--- src/pcm_map.svh ---
// Register offsets, reset values and timing figures of the panel-loss and control-mode block.
//Contract
//[RL1] Panel-loss detection runs only when the reset selection is 2 or 3, never with 0 or 1.
//[RL2] Reset selection takes 0 to 3, defaults to 0; 0 and 2 let the reset input act any time, 1 and 3 only during a trip.
//[RL3] A detected panel loss stops the drive in an alarm state and shows the panel-loss alarm code.
//[RL4] No panel-loss alarm while the panel has been absent ever since start-up.
//[RL5] Panel loss is declared only after more than 1 second of unbroken absence.
//[RL6] The absence timer clears whenever the panel is seen again before the threshold.
//[RL7] After a panel-loss stop the outside party reconnects the panel and resets; only a reset ends the alarm.
//[RL8] Flux-vector control only when capacity and pole count both differ from 9999, else V/F control.
//[RL9] Motor capacity takes 9999 or 0.4 kW to 55 kW, the rated size for flux-vector control.
//[RL10] Pole count takes 9999, 2, 4, 6, 12, 14, 16; codes 12/14/16 let the select terminal force V/F.
//[RL11] A control change from the select terminal is applied only while the motor is stopped.
//[RL12] Motor type takes 0, 1, 2 with default 0: standard, constant-torque, standard with 5-point V/F.
//[RL13] Writing the motor type selects the matching thermal characteristic in the same write.
//[RL14] In flux-vector control output starts 0.1 s to 0.2 s after a start command.
`ifndef PCM_MAP_SVH
`define PCM_MAP_SVH

`define PCM_OFS_RESET_SEL 8'h00
`define PCM_OFS_CAPACITY 8'h04
`define PCM_OFS_POLES 8'h08
`define PCM_OFS_MOTOR_TYPE 8'h0c
`define PCM_OFS_STATUS 8'h10
`define PCM_OFS_IRQ_STATUS 8'h14
`define PCM_OFS_IRQ_MASK 8'h18

`define PCM_RST_RESET_SEL 2'h0
`define PCM_RST_MOTOR_TYPE 2'h0
`define PCM_SETTING_NONE 16'h270f
`define PCM_CAP_MIN 16'h0004
`define PCM_CAP_MAX 16'h0226

`define PCM_BIT_IRQ_LOSS 0
`define PCM_BIT_IRQ_MODE 1
`define PCM_BIT_IRQ_RESET 2
`define PCM_IRQ_W 3

`define PCM_CODE_NONE 8'h00
`define PCM_CODE_PANEL_LOSS 8'h5e
`define PCM_CODE_ALT_PANEL_LOSS 8'h5f

`define PCM_CLK_HZ 25000000
`define PCM_LOSS_TIME_MS 1000
`define PCM_START_DELAY_MS 100
`define PCM_LOSS_CYCLES (`PCM_CLK_HZ / 1000 * `PCM_LOSS_TIME_MS)
`define PCM_START_CYCLES (`PCM_CLK_HZ / 1000 * `PCM_START_DELAY_MS)

`endif

--- src/pcm_pkg.sv ---
// Types and setting-decode functions shared by the panel-loss and control-mode block.
package pcm_pkg;
	typedef enum logic [1:0] {
		PCM_IDLE = 2'b00,
		PCM_WAIT = 2'b01,
		PCM_RUN = 2'b10,
		PCM_ALARM = 2'b11
	} pcm_state_e;

	typedef enum logic [1:0] {
		PCM_THERM_STD = 2'b00,
		PCM_THERM_CT = 2'b01
	} pcm_therm_e;

	typedef struct packed {
		logic panel_present;
		logic ctrl_select;
		logic reset_in;
		logic start_cmd;
	} pcm_pins_s;

	function automatic logic pole_valid(input logic [15:0] v);
		case (v)
			16'h270f, 16'h0002, 16'h0004, 16'h0006, 16'h000c, 16'h000e, 16'h0010: pole_valid = 1'b1;
			default: pole_valid = 1'b0;
		endcase
	endfunction : pole_valid

	function automatic logic pole_overridable(input logic [15:0] v);
		pole_overridable = (v == 16'h000c) || (v == 16'h000e) || (v == 16'h0010);
	endfunction : pole_overridable
endpackage : pcm_pkg

--- src/pcm_sync.sv ---
// Two-flop synchroniser for a vector of independent pin levels.
`timescale 1ns/1ps
module pcm_sync #(
	parameter int W = 4
) (
	input wire logic clk, // system clock
	input wire logic resetn, // asynchronous reset, active low
	input wire logic [W-1:0] d, // asynchronous pin levels
	output logic [W-1:0] q // synchronised levels
);
	logic [W-1:0] meta;

	always_ff @(posedge clk or negedge resetn)
	begin
		if (!resetn)
		begin
			meta <= '0;
			q <= '0;
		end
		else
		begin
			meta <= d;
			q <= meta;
		end
	end
endmodule : pcm_sync

--- src/pcm_timer.sv ---
// Saturating up-counter that flags when a run has lasted the given number of cycles.
`timescale 1ns/1ps
module pcm_timer #(
	parameter int W = 25,
	parameter int LIMIT = 1000
) (
	input wire logic clk, // system clock
	input wire logic resetn, // asynchronous reset, active low
	input wire logic run, // count while high
	input wire logic clear, // restart from zero, wins over run
	output logic done // count has reached the limit
);
	localparam logic [W-1:0] LIM = W'(LIMIT);
	logic [W-1:0] cnt;

	// Refused while the design is built, so a bad limit never reaches a run.
	if (LIMIT < 1 || LIMIT >= (2 ** W))
	begin : g_bad_limit
		$error("pcm_timer: LIMIT does not fit the counter width");
	end

	always_ff @(posedge clk or negedge resetn)
	begin
		if (!resetn)
			cnt <= '0;
		else if (clear)
			cnt <= '0;
		else if (run && cnt != LIM)
			cnt <= cnt + W'(1);
	end

	assign done = (cnt == LIM);
endmodule : pcm_timer

--- src/pcm_top.sv ---
// Panel-loss supervision, reset gating and V/F versus flux-vector control selection.
//
// Decided for this implementation: the address map and the address-and-strobe port.
`timescale 1ns/1ps
`include "pcm_map.svh"
module pcm_top #(
	parameter int DW = 16,
	parameter int AW = 8,
	parameter int LOSS_CYCLES = `PCM_LOSS_CYCLES,
	parameter int START_CYCLES = `PCM_START_CYCLES
) (
	input wire logic clk, // system clock, 25 MHz
	input wire logic resetn, // asynchronous reset, active low
	input wire logic [AW-1:0] addr, // register byte address
	input wire logic [DW-1:0] wdata, // register write data
	input wire logic wr, // write strobe
	input wire logic rd, // read strobe
	output logic [DW-1:0] rdata, // read data, valid the cycle after rd
	input wire pcm_pkg::pcm_pins_s pins, // asynchronous terminal levels
	input wire logic alt_panel, // alternate panel kind fitted, same clock
	input wire logic trip_active, // a protective trip elsewhere is active
	output logic output_enable, // drive output running
	output logic alarm_stop, // drive held in panel-loss alarm
	output logic [7:0] display_code, // local display alarm code
	output logic flux_vector, // flux-vector control in effect
	output logic [1:0] thermal_char, // thermal overload characteristic
	output logic drive_reset, // one-cycle accepted reset to the drive
	output logic irq // level interrupt
);
	localparam logic [15:0] NONE = `PCM_SETTING_NONE;

	pcm_pkg::pcm_pins_s pin_s;
	pcm_pkg::pcm_state_e state;
	pcm_pkg::pcm_state_e next_state;
	logic [1:0] reset_sel;
	logic [15:0] capacity;
	logic [15:0] poles;
	logic [1:0] motor_type;
	logic [`PCM_IRQ_W-1:0] irq_status;
	logic [`PCM_IRQ_W-1:0] irq_mask;
	logic [`PCM_IRQ_W-1:0] irq_event;
	logic seen_present;
	logic reset_d;
	logic reset_edge;
	logic reset_ok;
	logic loss_done;
	logic loss_hit;
	logic start_done;
	logic want_flux;
	logic running;
	logic [15:0] wd16;
	logic [DW-1:0] rd_next;

	if (DW < 16 || AW < 5)
	begin : g_bad_width
		$error("pcm_top: DW must be at least 16 and AW at least 5");
	end

	pcm_sync #(
		.W(4)
	) u_sync (
		.clk(clk),
		.resetn(resetn),
		.d(pins),
		.q(pin_s)
	);

	assign wd16 = wdata[15:0];

	// Settings reject out-of-range writes and keep their previous value.
	always_ff @(posedge clk or negedge resetn)
	begin
		if (!resetn)
			reset_sel <= `PCM_RST_RESET_SEL;
		else if (wr && addr == `PCM_OFS_RESET_SEL && wd16 <= 16'h0003)
			reset_sel <= wd16[1:0]; // RL2
	end

	always_ff @(posedge clk or negedge resetn)
	begin
		if (!resetn)
			capacity <= NONE;
		else if (wr && addr == `PCM_OFS_CAPACITY)
		begin
			if (wd16 == NONE || (wd16 >= `PCM_CAP_MIN && wd16 <= `PCM_CAP_MAX))
				capacity <= wd16; // RL9
		end
	end

	always_ff @(posedge clk or negedge resetn)
	begin
		if (!resetn)
			poles <= NONE;
		else if (wr && addr == `PCM_OFS_POLES && pcm_pkg::pole_valid(wd16))
			poles <= wd16; // RL10
	end

	// Motor type and thermal characteristic share one write so they never disagree.
	always_ff @(posedge clk or negedge resetn)
	begin
		if (!resetn)
		begin
			motor_type <= `PCM_RST_MOTOR_TYPE;
			thermal_char <= pcm_pkg::PCM_THERM_STD;
		end
		else if (wr && addr == `PCM_OFS_MOTOR_TYPE && wd16 <= 16'h0002)
		begin
			motor_type <= wd16[1:0]; // RL12
			thermal_char <= (wd16[1:0] == 2'h1) ? pcm_pkg::PCM_THERM_CT : pcm_pkg::PCM_THERM_STD; // RL13
		end
	end

	// Only a panel that was once present can be lost.
	always_ff @(posedge clk or negedge resetn)
	begin
		if (!resetn)
			seen_present <= 1'b0;
		else if (pin_s.panel_present)
			seen_present <= 1'b1; // RL4
	end

	// The timer counts absence and restarts on any sign of the panel.
	pcm_timer #(
		.W(26),
		.LIMIT(LOSS_CYCLES)
	) u_loss (
		.clk(clk),
		.resetn(resetn),
		.run(reset_sel[1] && seen_present), // RL1
		.clear(pin_s.panel_present || !reset_sel[1]), // RL6
		.done(loss_done)
	);

	// Done marks LOSS_CYCLES absent cycles; one more absent cycle makes it more than the time.
	assign loss_hit = loss_done && !pin_s.panel_present && reset_sel[1] && seen_present; // RL5

	always_ff @(posedge clk or negedge resetn)
	begin
		if (!resetn)
			reset_d <= 1'b0;
		else
			reset_d <= pin_s.reset_in;
	end

	assign reset_edge = pin_s.reset_in && !reset_d;
	// The panel-loss alarm itself counts as a protective trip.
	assign reset_ok = reset_edge && (!reset_sel[0] || trip_active || state == pcm_pkg::PCM_ALARM); // RL2

	always_ff @(posedge clk or negedge resetn)
	begin
		if (!resetn)
			drive_reset <= 1'b0;
		else
			drive_reset <= reset_ok;
	end

	assign want_flux = capacity != NONE && poles != NONE
		&& !(pcm_pkg::pole_overridable(poles) && pin_s.ctrl_select); // RL8 RL10

	assign running = (state == pcm_pkg::PCM_RUN) || (state == pcm_pkg::PCM_WAIT);

	// The mode is frozen while the motor turns, so a terminal change waits for the stop.
	always_ff @(posedge clk or negedge resetn)
	begin
		if (!resetn)
			flux_vector <= 1'b0;
		else if (!running)
			flux_vector <= want_flux; // RL11
	end

	pcm_timer #(
		.W(24),
		.LIMIT(START_CYCLES)
	) u_start (
		.clk(clk),
		.resetn(resetn),
		.run(state == pcm_pkg::PCM_WAIT),
		.clear(state != pcm_pkg::PCM_WAIT),
		.done(start_done)
	);

	always_comb
	begin
		next_state = state;
		case (state)
			pcm_pkg::PCM_IDLE:
			begin
				if (loss_hit)
					next_state = pcm_pkg::PCM_ALARM;
				else if (pin_s.start_cmd)
					next_state = flux_vector ? pcm_pkg::PCM_WAIT : pcm_pkg::PCM_RUN; // RL14
			end
			pcm_pkg::PCM_WAIT:
			begin
				if (loss_hit)
					next_state = pcm_pkg::PCM_ALARM;
				else if (!pin_s.start_cmd)
					next_state = pcm_pkg::PCM_IDLE;
				else if (start_done)
					next_state = pcm_pkg::PCM_RUN; // RL14
			end
			pcm_pkg::PCM_RUN:
			begin
				if (loss_hit)
					next_state = pcm_pkg::PCM_ALARM; // RL3
				else if (!pin_s.start_cmd)
					next_state = pcm_pkg::PCM_IDLE;
			end
			pcm_pkg::PCM_ALARM:
			begin
				if (reset_ok)
					next_state = pcm_pkg::PCM_IDLE; // RL7
			end
			default: next_state = pcm_pkg::PCM_IDLE;
		endcase
	end

	always_ff @(posedge clk or negedge resetn)
	begin
		if (!resetn)
			state <= pcm_pkg::PCM_IDLE;
		else
			state <= next_state;
	end

	always_ff @(posedge clk or negedge resetn)
	begin
		if (!resetn)
		begin
			output_enable <= 1'b0;
			alarm_stop <= 1'b0;
			display_code <= `PCM_CODE_NONE;
		end
		else
		begin
			output_enable <= (next_state == pcm_pkg::PCM_RUN);
			alarm_stop <= (next_state == pcm_pkg::PCM_ALARM); // RL3
			if (next_state == pcm_pkg::PCM_ALARM)
				display_code <= alt_panel ? `PCM_CODE_ALT_PANEL_LOSS : `PCM_CODE_PANEL_LOSS; // RL3
			else
				display_code <= `PCM_CODE_NONE;
		end
	end

	assign irq_event[`PCM_BIT_IRQ_LOSS] = (state != pcm_pkg::PCM_ALARM)
		&& (next_state == pcm_pkg::PCM_ALARM);
	assign irq_event[`PCM_BIT_IRQ_MODE] = !running && (flux_vector != want_flux);
	assign irq_event[`PCM_BIT_IRQ_RESET] = reset_ok;

	// A new event in the clearing cycle survives the write-one-to-clear.
	always_ff @(posedge clk or negedge resetn)
	begin
		if (!resetn)
			irq_status <= '0;
		else if (wr && addr == `PCM_OFS_IRQ_STATUS)
			irq_status <= (irq_status & ~wdata[`PCM_IRQ_W-1:0]) | irq_event;
		else
			irq_status <= irq_status | irq_event;
	end

	always_ff @(posedge clk or negedge resetn)
	begin
		if (!resetn)
			irq_mask <= '0;
		else if (wr && addr == `PCM_OFS_IRQ_MASK)
			irq_mask <= wdata[`PCM_IRQ_W-1:0];
	end

	assign irq = |(irq_status & irq_mask);

	always_comb
	begin
		rd_next = '0;
		case (addr)
			`PCM_OFS_RESET_SEL: rd_next[1:0] = reset_sel;
			`PCM_OFS_CAPACITY: rd_next[15:0] = capacity;
			`PCM_OFS_POLES: rd_next[15:0] = poles;
			`PCM_OFS_MOTOR_TYPE: rd_next[1:0] = motor_type;
			`PCM_OFS_STATUS: rd_next[6:0] = {trip_active, thermal_char, seen_present,
				output_enable, alarm_stop, flux_vector};
			`PCM_OFS_IRQ_STATUS: rd_next[`PCM_IRQ_W-1:0] = irq_status;
			`PCM_OFS_IRQ_MASK: rd_next[`PCM_IRQ_W-1:0] = irq_mask;
			default: rd_next = '0;
		endcase
	end

	always_ff @(posedge clk or negedge resetn)
	begin
		if (!resetn)
			rdata <= '0;
		else if (rd)
			rdata <= rd_next;
		else
			rdata <= '0;
	end
endmodule : pcm_top

--- config.mk ---
export PLATFORM = sky130hd
export DESIGN_NAME = pcm_top
export DESIGN_NICKNAME = d
export VERILOG_FILES = /design/src/pcm_pkg.sv /design/src/pcm_sync.sv /design/src/pcm_timer.sv /design/src/pcm_top.sv
export VERILOG_INCLUDE_DIRS = /design/src /design/src/src
export SDC_FILE = /design/constraint.sdc
export NUM_CORES = 1
export LEC_CHECK = 0
export BUFFER_PORTS_ARGS = -buffer_cell sky130_fd_sc_hd__buf_2
export CAP_MARGIN = 20
export CORE_UTILIZATION = 42
export DETAILED_ROUTE_END_ITERATION = 8
export MAX_ROUTING_LAYER = met4
export PLACE_DENSITY_LB_ADDON = 0.15
export SLEW_MARGIN = 15
export SYNTH_ARGS = -nofsm -noshare
export SYNTH_HDL_FRONTEND = slang
export SYNTH_SLANG_ARGS = --single-unit
--- constraint.sdc ---
create_clock -name clk -period 2.8 [get_ports clk]
set_clock_uncertainty 0.1 [all_clocks]
set_input_delay 0.42 -clock clk [delete_from_list [all_inputs] [get_ports clk]]
set_output_delay 0.42 -clock clk [all_outputs]
set_load 0.03 [all_outputs]
Yosys cells after proc, flatten, opt, wreduce, memory -nomap -nowiden
Cells that the tools add are included.
{ "word_totals": {"regBits": 134, "inputBits": 34} }
{ "classes": {"n_addsub": 2, "magnitude_cmp": 4, "eq_ne": 31, "bitwise": 5, "mux": 24, "reduce_logical": 43} }
{ "op_table": {"columns": ["op", "n"], "rows": [
  ["16-bit by 4-bit equality test with 1-bit output, second input constant", 4],
  ["26-bit two-way mux", 2],
  ["24-bit two-way mux", 2],
  ["16-bit by 3-bit equality test with 1-bit output, second input constant", 2],
  ["16-bit by 5-bit equality test with 1-bit output, second input constant", 2],
  ["16-bit by 2-bit less-or-equal comparator with 1-bit output, second input constant", 2],
  ["16-bit by 14-bit inequality test with 1-bit output, second input constant", 2],
  ["26-bit by 1-bit adder with 26-bit output, second input constant", 1],
  ["26-bit by 25-bit equality test with 1-bit output, second input constant", 1],
  ["26-bit by 25-bit inequality test with 1-bit output, second input constant", 1],
  ["24-bit by 1-bit adder with 24-bit output, second input constant", 1],
  ["24-bit by 22-bit equality test with 1-bit output, second input constant", 1],
  ["8-bit by 5-bit equality test with 1-bit output, second input constant", 3],
  ["24-bit by 22-bit inequality test with 1-bit output, second input constant", 1],
  ["1-bit logical AND", 23],
  ["2-bit two-way mux", 9],
  ["9-bit case mux with 2 select lines", 1],
  ["16-bit by 14-bit equality test with 1-bit output, second input constant", 1],
  ["16-bit by 2-bit equality test with 1-bit output, second input constant", 1],
  ["8-bit by 4-bit equality test with 1-bit output, second input constant", 2],
  ["16-bit by 3-bit greater-or-equal comparator with 1-bit output, second input constant", 1],
  ["16-bit by 10-bit less-or-equal comparator with 1-bit output, second input constant", 1],
  ["16-bit two-way mux", 1],
  ["2-bit case mux with 7 select lines", 1],
  ["23 further kinds", 43]
]} }

Depth between registers and ports, before layout
{ "depth": {"depth_word": 10, "ltp_mapped": 8, "depth_no_buf": 7} }

Modules after synthesis
A second synthesis with hierarchy kept.
{ "hier_totals": {"hier_cells": 642, "area_unflattened_um2": 6525.0} }
{ "modules_own_cells": {"columns": ["module", "area_per_inst_um2", "instances", "cells_per_inst"], "rows": [
  ["pcm_top", 3440.8, 1, 324],
  ["pcm_timer (u_loss)", 1505.2, 1, 161],
  ["pcm_timer (u_start)", 1378.8, 1, 149],
  ["pcm_sync", 200.2, 1, 8]
]} }

Worst setup path before layout
OpenSTA, ideal clock, no wires.
{ "synth_timing": {"kind": "input -> register", "startpoint": "in addr[1]", "endpoint": "reg capacity[6]", "t_arrival_ps": 2152, "path_slack_ps": 420, "setup_ps": 127, "n_path_buf": 1, "required_time_ps": 2573, "stages": 6, "path_cell_list": "or4_4 nor3b_4 nand3_1 o21ai_2 buf_6 mux2_1"} }
{ "synth_via": {"elab_chain_len": 3} }
{ "synth_rtl": {"columns": ["item", "line", "source"], "rows": [
  ["start: declaration", "pcm_top.sv:14", "input wire logic [AW-1:0] addr,"],
  ["8-bit by 3-bit equality test with 1-bit output", null, null],
  ["1-bit logical AND (no line)", null, null],
  ["2-bit AND reduction (no line)", null, null],
  ["end signal: assignment", "pcm_top.sv:86", "capacity <= wd16;"],
  ["end: declaration", "pcm_top.sv:36", "logic [15:0] capacity;"]
]} }
No other way between the ends.
A chain may end at the register's enable or synchronous reset.

Worst setup path after layout
{ "layout_timing": {"startpoint": "reg u_loss.cnt[0]", "endpoint": "reg irq_status[0]"} }
{ "layout_via": {"elab_chain_len": 10, "elab_cells_between_ends": 13, "classes_between": "eq/ne (2); mux (5); bitwise (2); reduce/logical (4)"} }
{ "layout_rtl": {"columns": ["item", "line", "source"], "rows": [
  ["start: declaration", "pcm_timer.sv:14", "logic [W-1:0] cnt;"],
  ["start signal: assignment", "pcm_timer.sv:29", "cnt <= cnt + W'(1);"],
  ["26-bit by 25-bit equality test with 1-bit output *", "pcm_timer.sv:32", "assign done = (cnt == LIM);"],
  ["1-bit logical AND * (3 in series)", "pcm_top.sv:135", "assign loss_hit = loss_done && !pin_s.panel_present && reset_sel[1] && seen_present;"],
  ["2-bit two-way mux (on tied branches)", "pcm_top.sv:204, pcm_top.sv:188, pcm_top.sv:195", null],
  ["2-bit case mux with 4 select lines *", "pcm_top.sv:185", "case (state)"],
  ["2-bit equality test *", "pcm_top.sv:246", "&& (next_state == pcm_pkg::PCM_ALARM);"],
  ["1-bit logical AND *", "pcm_top.sv:246", null],
  ["3-bit OR (on tied branches)", "pcm_top.sv:258, pcm_top.sv:256", null],
  ["3-bit two-way mux *", "pcm_top.sv:255", "else if (wr && addr == `PCM_OFS_IRQ_STATUS)"],
  ["end signal: assignment", "pcm_top.sv:256", "irq_status <= (irq_status & ~wdata[`PCM_IRQ_W-1:0]) | irq_event;"],
  ["end signal: assignment", "pcm_top.sv:258", "irq_status <= irq_status | irq_event;"],
  ["end: declaration", "pcm_top.sv:39", "logic [`PCM_IRQ_W-1:0] irq_status;"]
]} }
Mark *: on every way between the ends. The rest lies on a longest branch, timed or not.

==> out/results.txt <==
Die X = 123 µm
CP Data Required Time = 3.02 ns
pre-CTS setup slack = 0.148 ns
Root Driver = clkbuf_16
vias per std cell = 5.41
Post-synth EDFFs = 0
first-pass GRT wire length = 22600 µm
final WL = 13300 µm
Row Count = 43
CTS Buffer Depth = 2
initial antenna violation count = 0
DRC = 0
GRT Overall Usage = 0.201
Final Max Tran Viols = 0
Min Hold Slack = 0.155 ns
Min Clock Period, post-route = 2.37 ns
Reg clk slew, reported paths = 0.06 ns
status = finished, final reports clean
setup_tns = 0 ns
element type at the critical path start = flip-flop
cells after synthesis = 575
Skew-Pair Late Insertion Delay = 0.41 ns
crit-path cells = inv_1 > ha_1 > nor3b_1 > nand4_1 > o41ai_1 > a2bb2oi_1 > o31ai_1
total chip power = 0.00467 W
die height = 123 µm
Slowest-stage cell, CP = o41ai_1
Filler Cell Count = 1292
CTS Buf Count = 17
fin cells = 835
routability cong. = 0.840
Sw Share = 0.251
largest net degree at the start of global routing = 67
worst rel slew slack = 0.345
post-cts resize count = 0
Initial Utilization = 0.438
I/O pin cnt = 65
Layout Nets = 684
remaining global-route overflow = 0
Cell Pwr Density = 640 mW/mm²
fraction of registers with async set or reset after synthesis = 1.00
CP top delay family = compound AO/OA/AOI/OAI gates
peak supply drop = 472 µV
vias in the first global route = 4474
CP max FO = 5
#FFs+latches synth = 126
FMAX = 422 MHz
vias = 4521
Warnings, synthesis = 0
Core ar. = 0.0141 mm²
1st-pass router iterations = 5
Slew @ Worst Pin = 0.982 ns
Port Buffers = 61
Netlist cell types = 68
Seq/Total Area, Yosys = 0.513
Wirelength per Cell = 16.0 µm
internal power = 0.00350 W
Final WS setup = 0.428 ns
syn avg cell area = 10.7 µm²
Reg power frac = 0.411
CTS tree = done
crit share post-route = 0.847
Detail Placement HPWL = 9200 µm
Hold Fails Final Rpt = 0
Critical Path Sink Type = flip-flop
Top FF cell, synth = dfrtp_1
layout cell share with drive strength beyond 1 = 0.231
Comb power frac = 0.119
post-route ant nets = 0
Leakage = 3.16 nW
max-cap viol count = 0
CTS HTree Levels = 4
clock group share of total power = 0.470
worst hold path type = input port to flip-flop
unrepaired setup endpoints after global routing = false
area grow syn2layout = 18.0%
final setup vio count = 0
Sw Pwr = 0.00117 W
CP Buf/Inv Count = 1
crit-path max cell delay = 0.55 ns
crit path DAT = 2.59 ns
Post-Place Cells = 798
initial detailed-routing violation count = 275
FF-to-FF setup slack = 0.43 ns
die area = 0.0152 mm²
clk sinks = 126
synthesized cell area = 0.00618 mm²
critical path class = flip-flop to flip-flop
# diodes = 0
Yosys cell counts (3+ instances only):
master | number | share of area
o21ai_0 | 10 | 0.0081
and3_1 | 6 | 0.0061
nand2_1 | 34 | 0.021
a22oi_1 | 14 | 0.017
nor3_1 | 13 | 0.011
clkbuf_1 | 18 | 0.011
ha_1 | 8 | 0.016
and2_1 | 16 | 0.016
inv_1 | 21 | 0.013
nand3_1 | 22 | 0.018
a21boi_0 | 7 | 0.0085
a21o_1 | 3 | 0.0036
nor4b_1 | 5 | 0.0071
a21oi_1 | 6 | 0.0049
nor3b_1 | 7 | 0.0085
xor2_1 | 17 | 0.024
mux2_1 | 7 | 0.013
buf_4 | 8 | 0.0097
nor2_1 | 41 | 0.025
dfstp_2 | 16 | 0.068
or3_1 | 8 | 0.0081
dfrtp_1 | 110 | 0.45
mux2_2 | 22 | 0.040
a2bb2oi_1 | 3 | 0.0043
nand2b_1 | 5 | 0.0051
mux2i_1 | 5 | 0.0081
nand4_1 | 23 | 0.023
or4_1 | 6 | 0.0073
o211ai_1 | 3 | 0.0036
nor2b_1 | 26 | 0.026
nor4_1 | 13 | 0.013
xnor2_1 | 25 | 0.035
and4_1 | 5 | 0.0071
metrics by stage:
stage          cell area (µm²)  utilization
2_1_floorplan             6190            -
4_1_cts                   7290        0.517
6_report                  7290        0.517
3_5_place_dp              6650        0.472
3_3_place_gp              6650        0.472
5_1_grt                   7290        0.517
cells in the final DEF, fill, tap and decap left out, drive strengths merged, types with 5 or more instances in the layout:
master | Yosys | routed
dfstp | 16 | 16
and4 | 5 | 5
or3 | 8 | 8
xnor2 | 25 | 25
and3 | 6 | 6
xor2 | 17 | 17
nor2 | 41 | 41
clkinv | 0 | 6
a22oi | 14 | 14
nor4b | 6 | 6
mux2 | 29 | 29
or4 | 8 | 8
ha | 8 | 8
nand4 | 23 | 23
nand2 | 34 | 34
dlygate4sd3 | 0 | 5
nand3 | 22 | 22
and2 | 17 | 17
a21oi | 7 | 7
nand2b | 5 | 5
dfrtp | 110 | 110
nor3 | 13 | 13
buf | 12 | 71
clkbuf | 18 | 21
nor3b | 8 | 8
inv | 21 | 21
o21ai | 11 | 11
nor4 | 14 | 14
a21boi | 7 | 7
mux2i | 5 | 5
nor2b | 26 | 26
metal layers:
| metal | GRT usage | vias to the layer above | wire length [µm] |
|---|---|---|---|
| met3 | 0.0392 | 13 | 375 |
| met2 | 0.302 | 84 | 6310 |
| met5 | - | - | 0 |
| li1 | - | 2183 | - |
| met4 | 0.0745 | 0 | 146 |
| met1 | 0.271 | 2241 | 6500 |
power by group through the flow:
stage          registers [W]  clock network [W]  logic (W)
2_1_floorplan        0.00196                  0   0.000361
3_3_place_gp         0.00195                  0   0.000534
3_5_place_dp         0.00195                  0   0.000546
4_1_cts              0.00192            0.00225   0.000563
5_1_grt              0.00193            0.00232   0.000617
6_report             0.00192            0.00220   0.000554
final cells by class:
class,instances,area [µm²],area share
sequential,126,3170,0.435
multi-input combinational,400,2780,0.381
clock buffer,21,450,0.0618
timing repair buffer,76,445,0.0611
tap,180,225,0.0309
clock inverter,11,143,0.0196
inverter,21,78.8,0.0108
sequential cells by signal, summed over array words and instances, names as in the netlist, 4 cells and up:
register     cells
capacity        16
poles           16
rdata           16
u_loss.cnt      26
u_start.cnt     24
u_sync.meta      4
u_sync.q         4
worst paths after layout:
kind	startpoint	to	cells after the start
setup / recovery	u_loss.cnt[0]	irq_status[0]	7
hold / removal	alt_panel	display_code[0]	2
setup reg to reg	u_loss.cnt[0]	irq_status[0]	7
hold reg to reg	u_sync.meta[1]	u_sync.q[1]	0
max in group asynchronous	resetn	capacity[10]	3
min in group asynchronous	resetn	u_sync.meta[2]	2
repair_timing:
action                     CTS  global route
buffers inserted             0             0
hold buffers                 5             0
setup endpoints to repair    0             0
hold endpoints to repair    28             0
cells by family after synthesis:
| kind of cell | count (synthesis) | synth area share |
|---|---|---|
| other cells | 1 | 0.000607 |
| flops | 126 | 0.513 |
| buf+inv | 51 | 0.0383 |
| mux | 34 | 0.0609 |
| fa+ha+maj | 8 | 0.0162 |
| simple gates | 243 | 0.226 |
| xor+xnor | 42 | 0.0595 |
| compound gates | 70 | 0.0854 |
(Power assumes the default switching activity.)
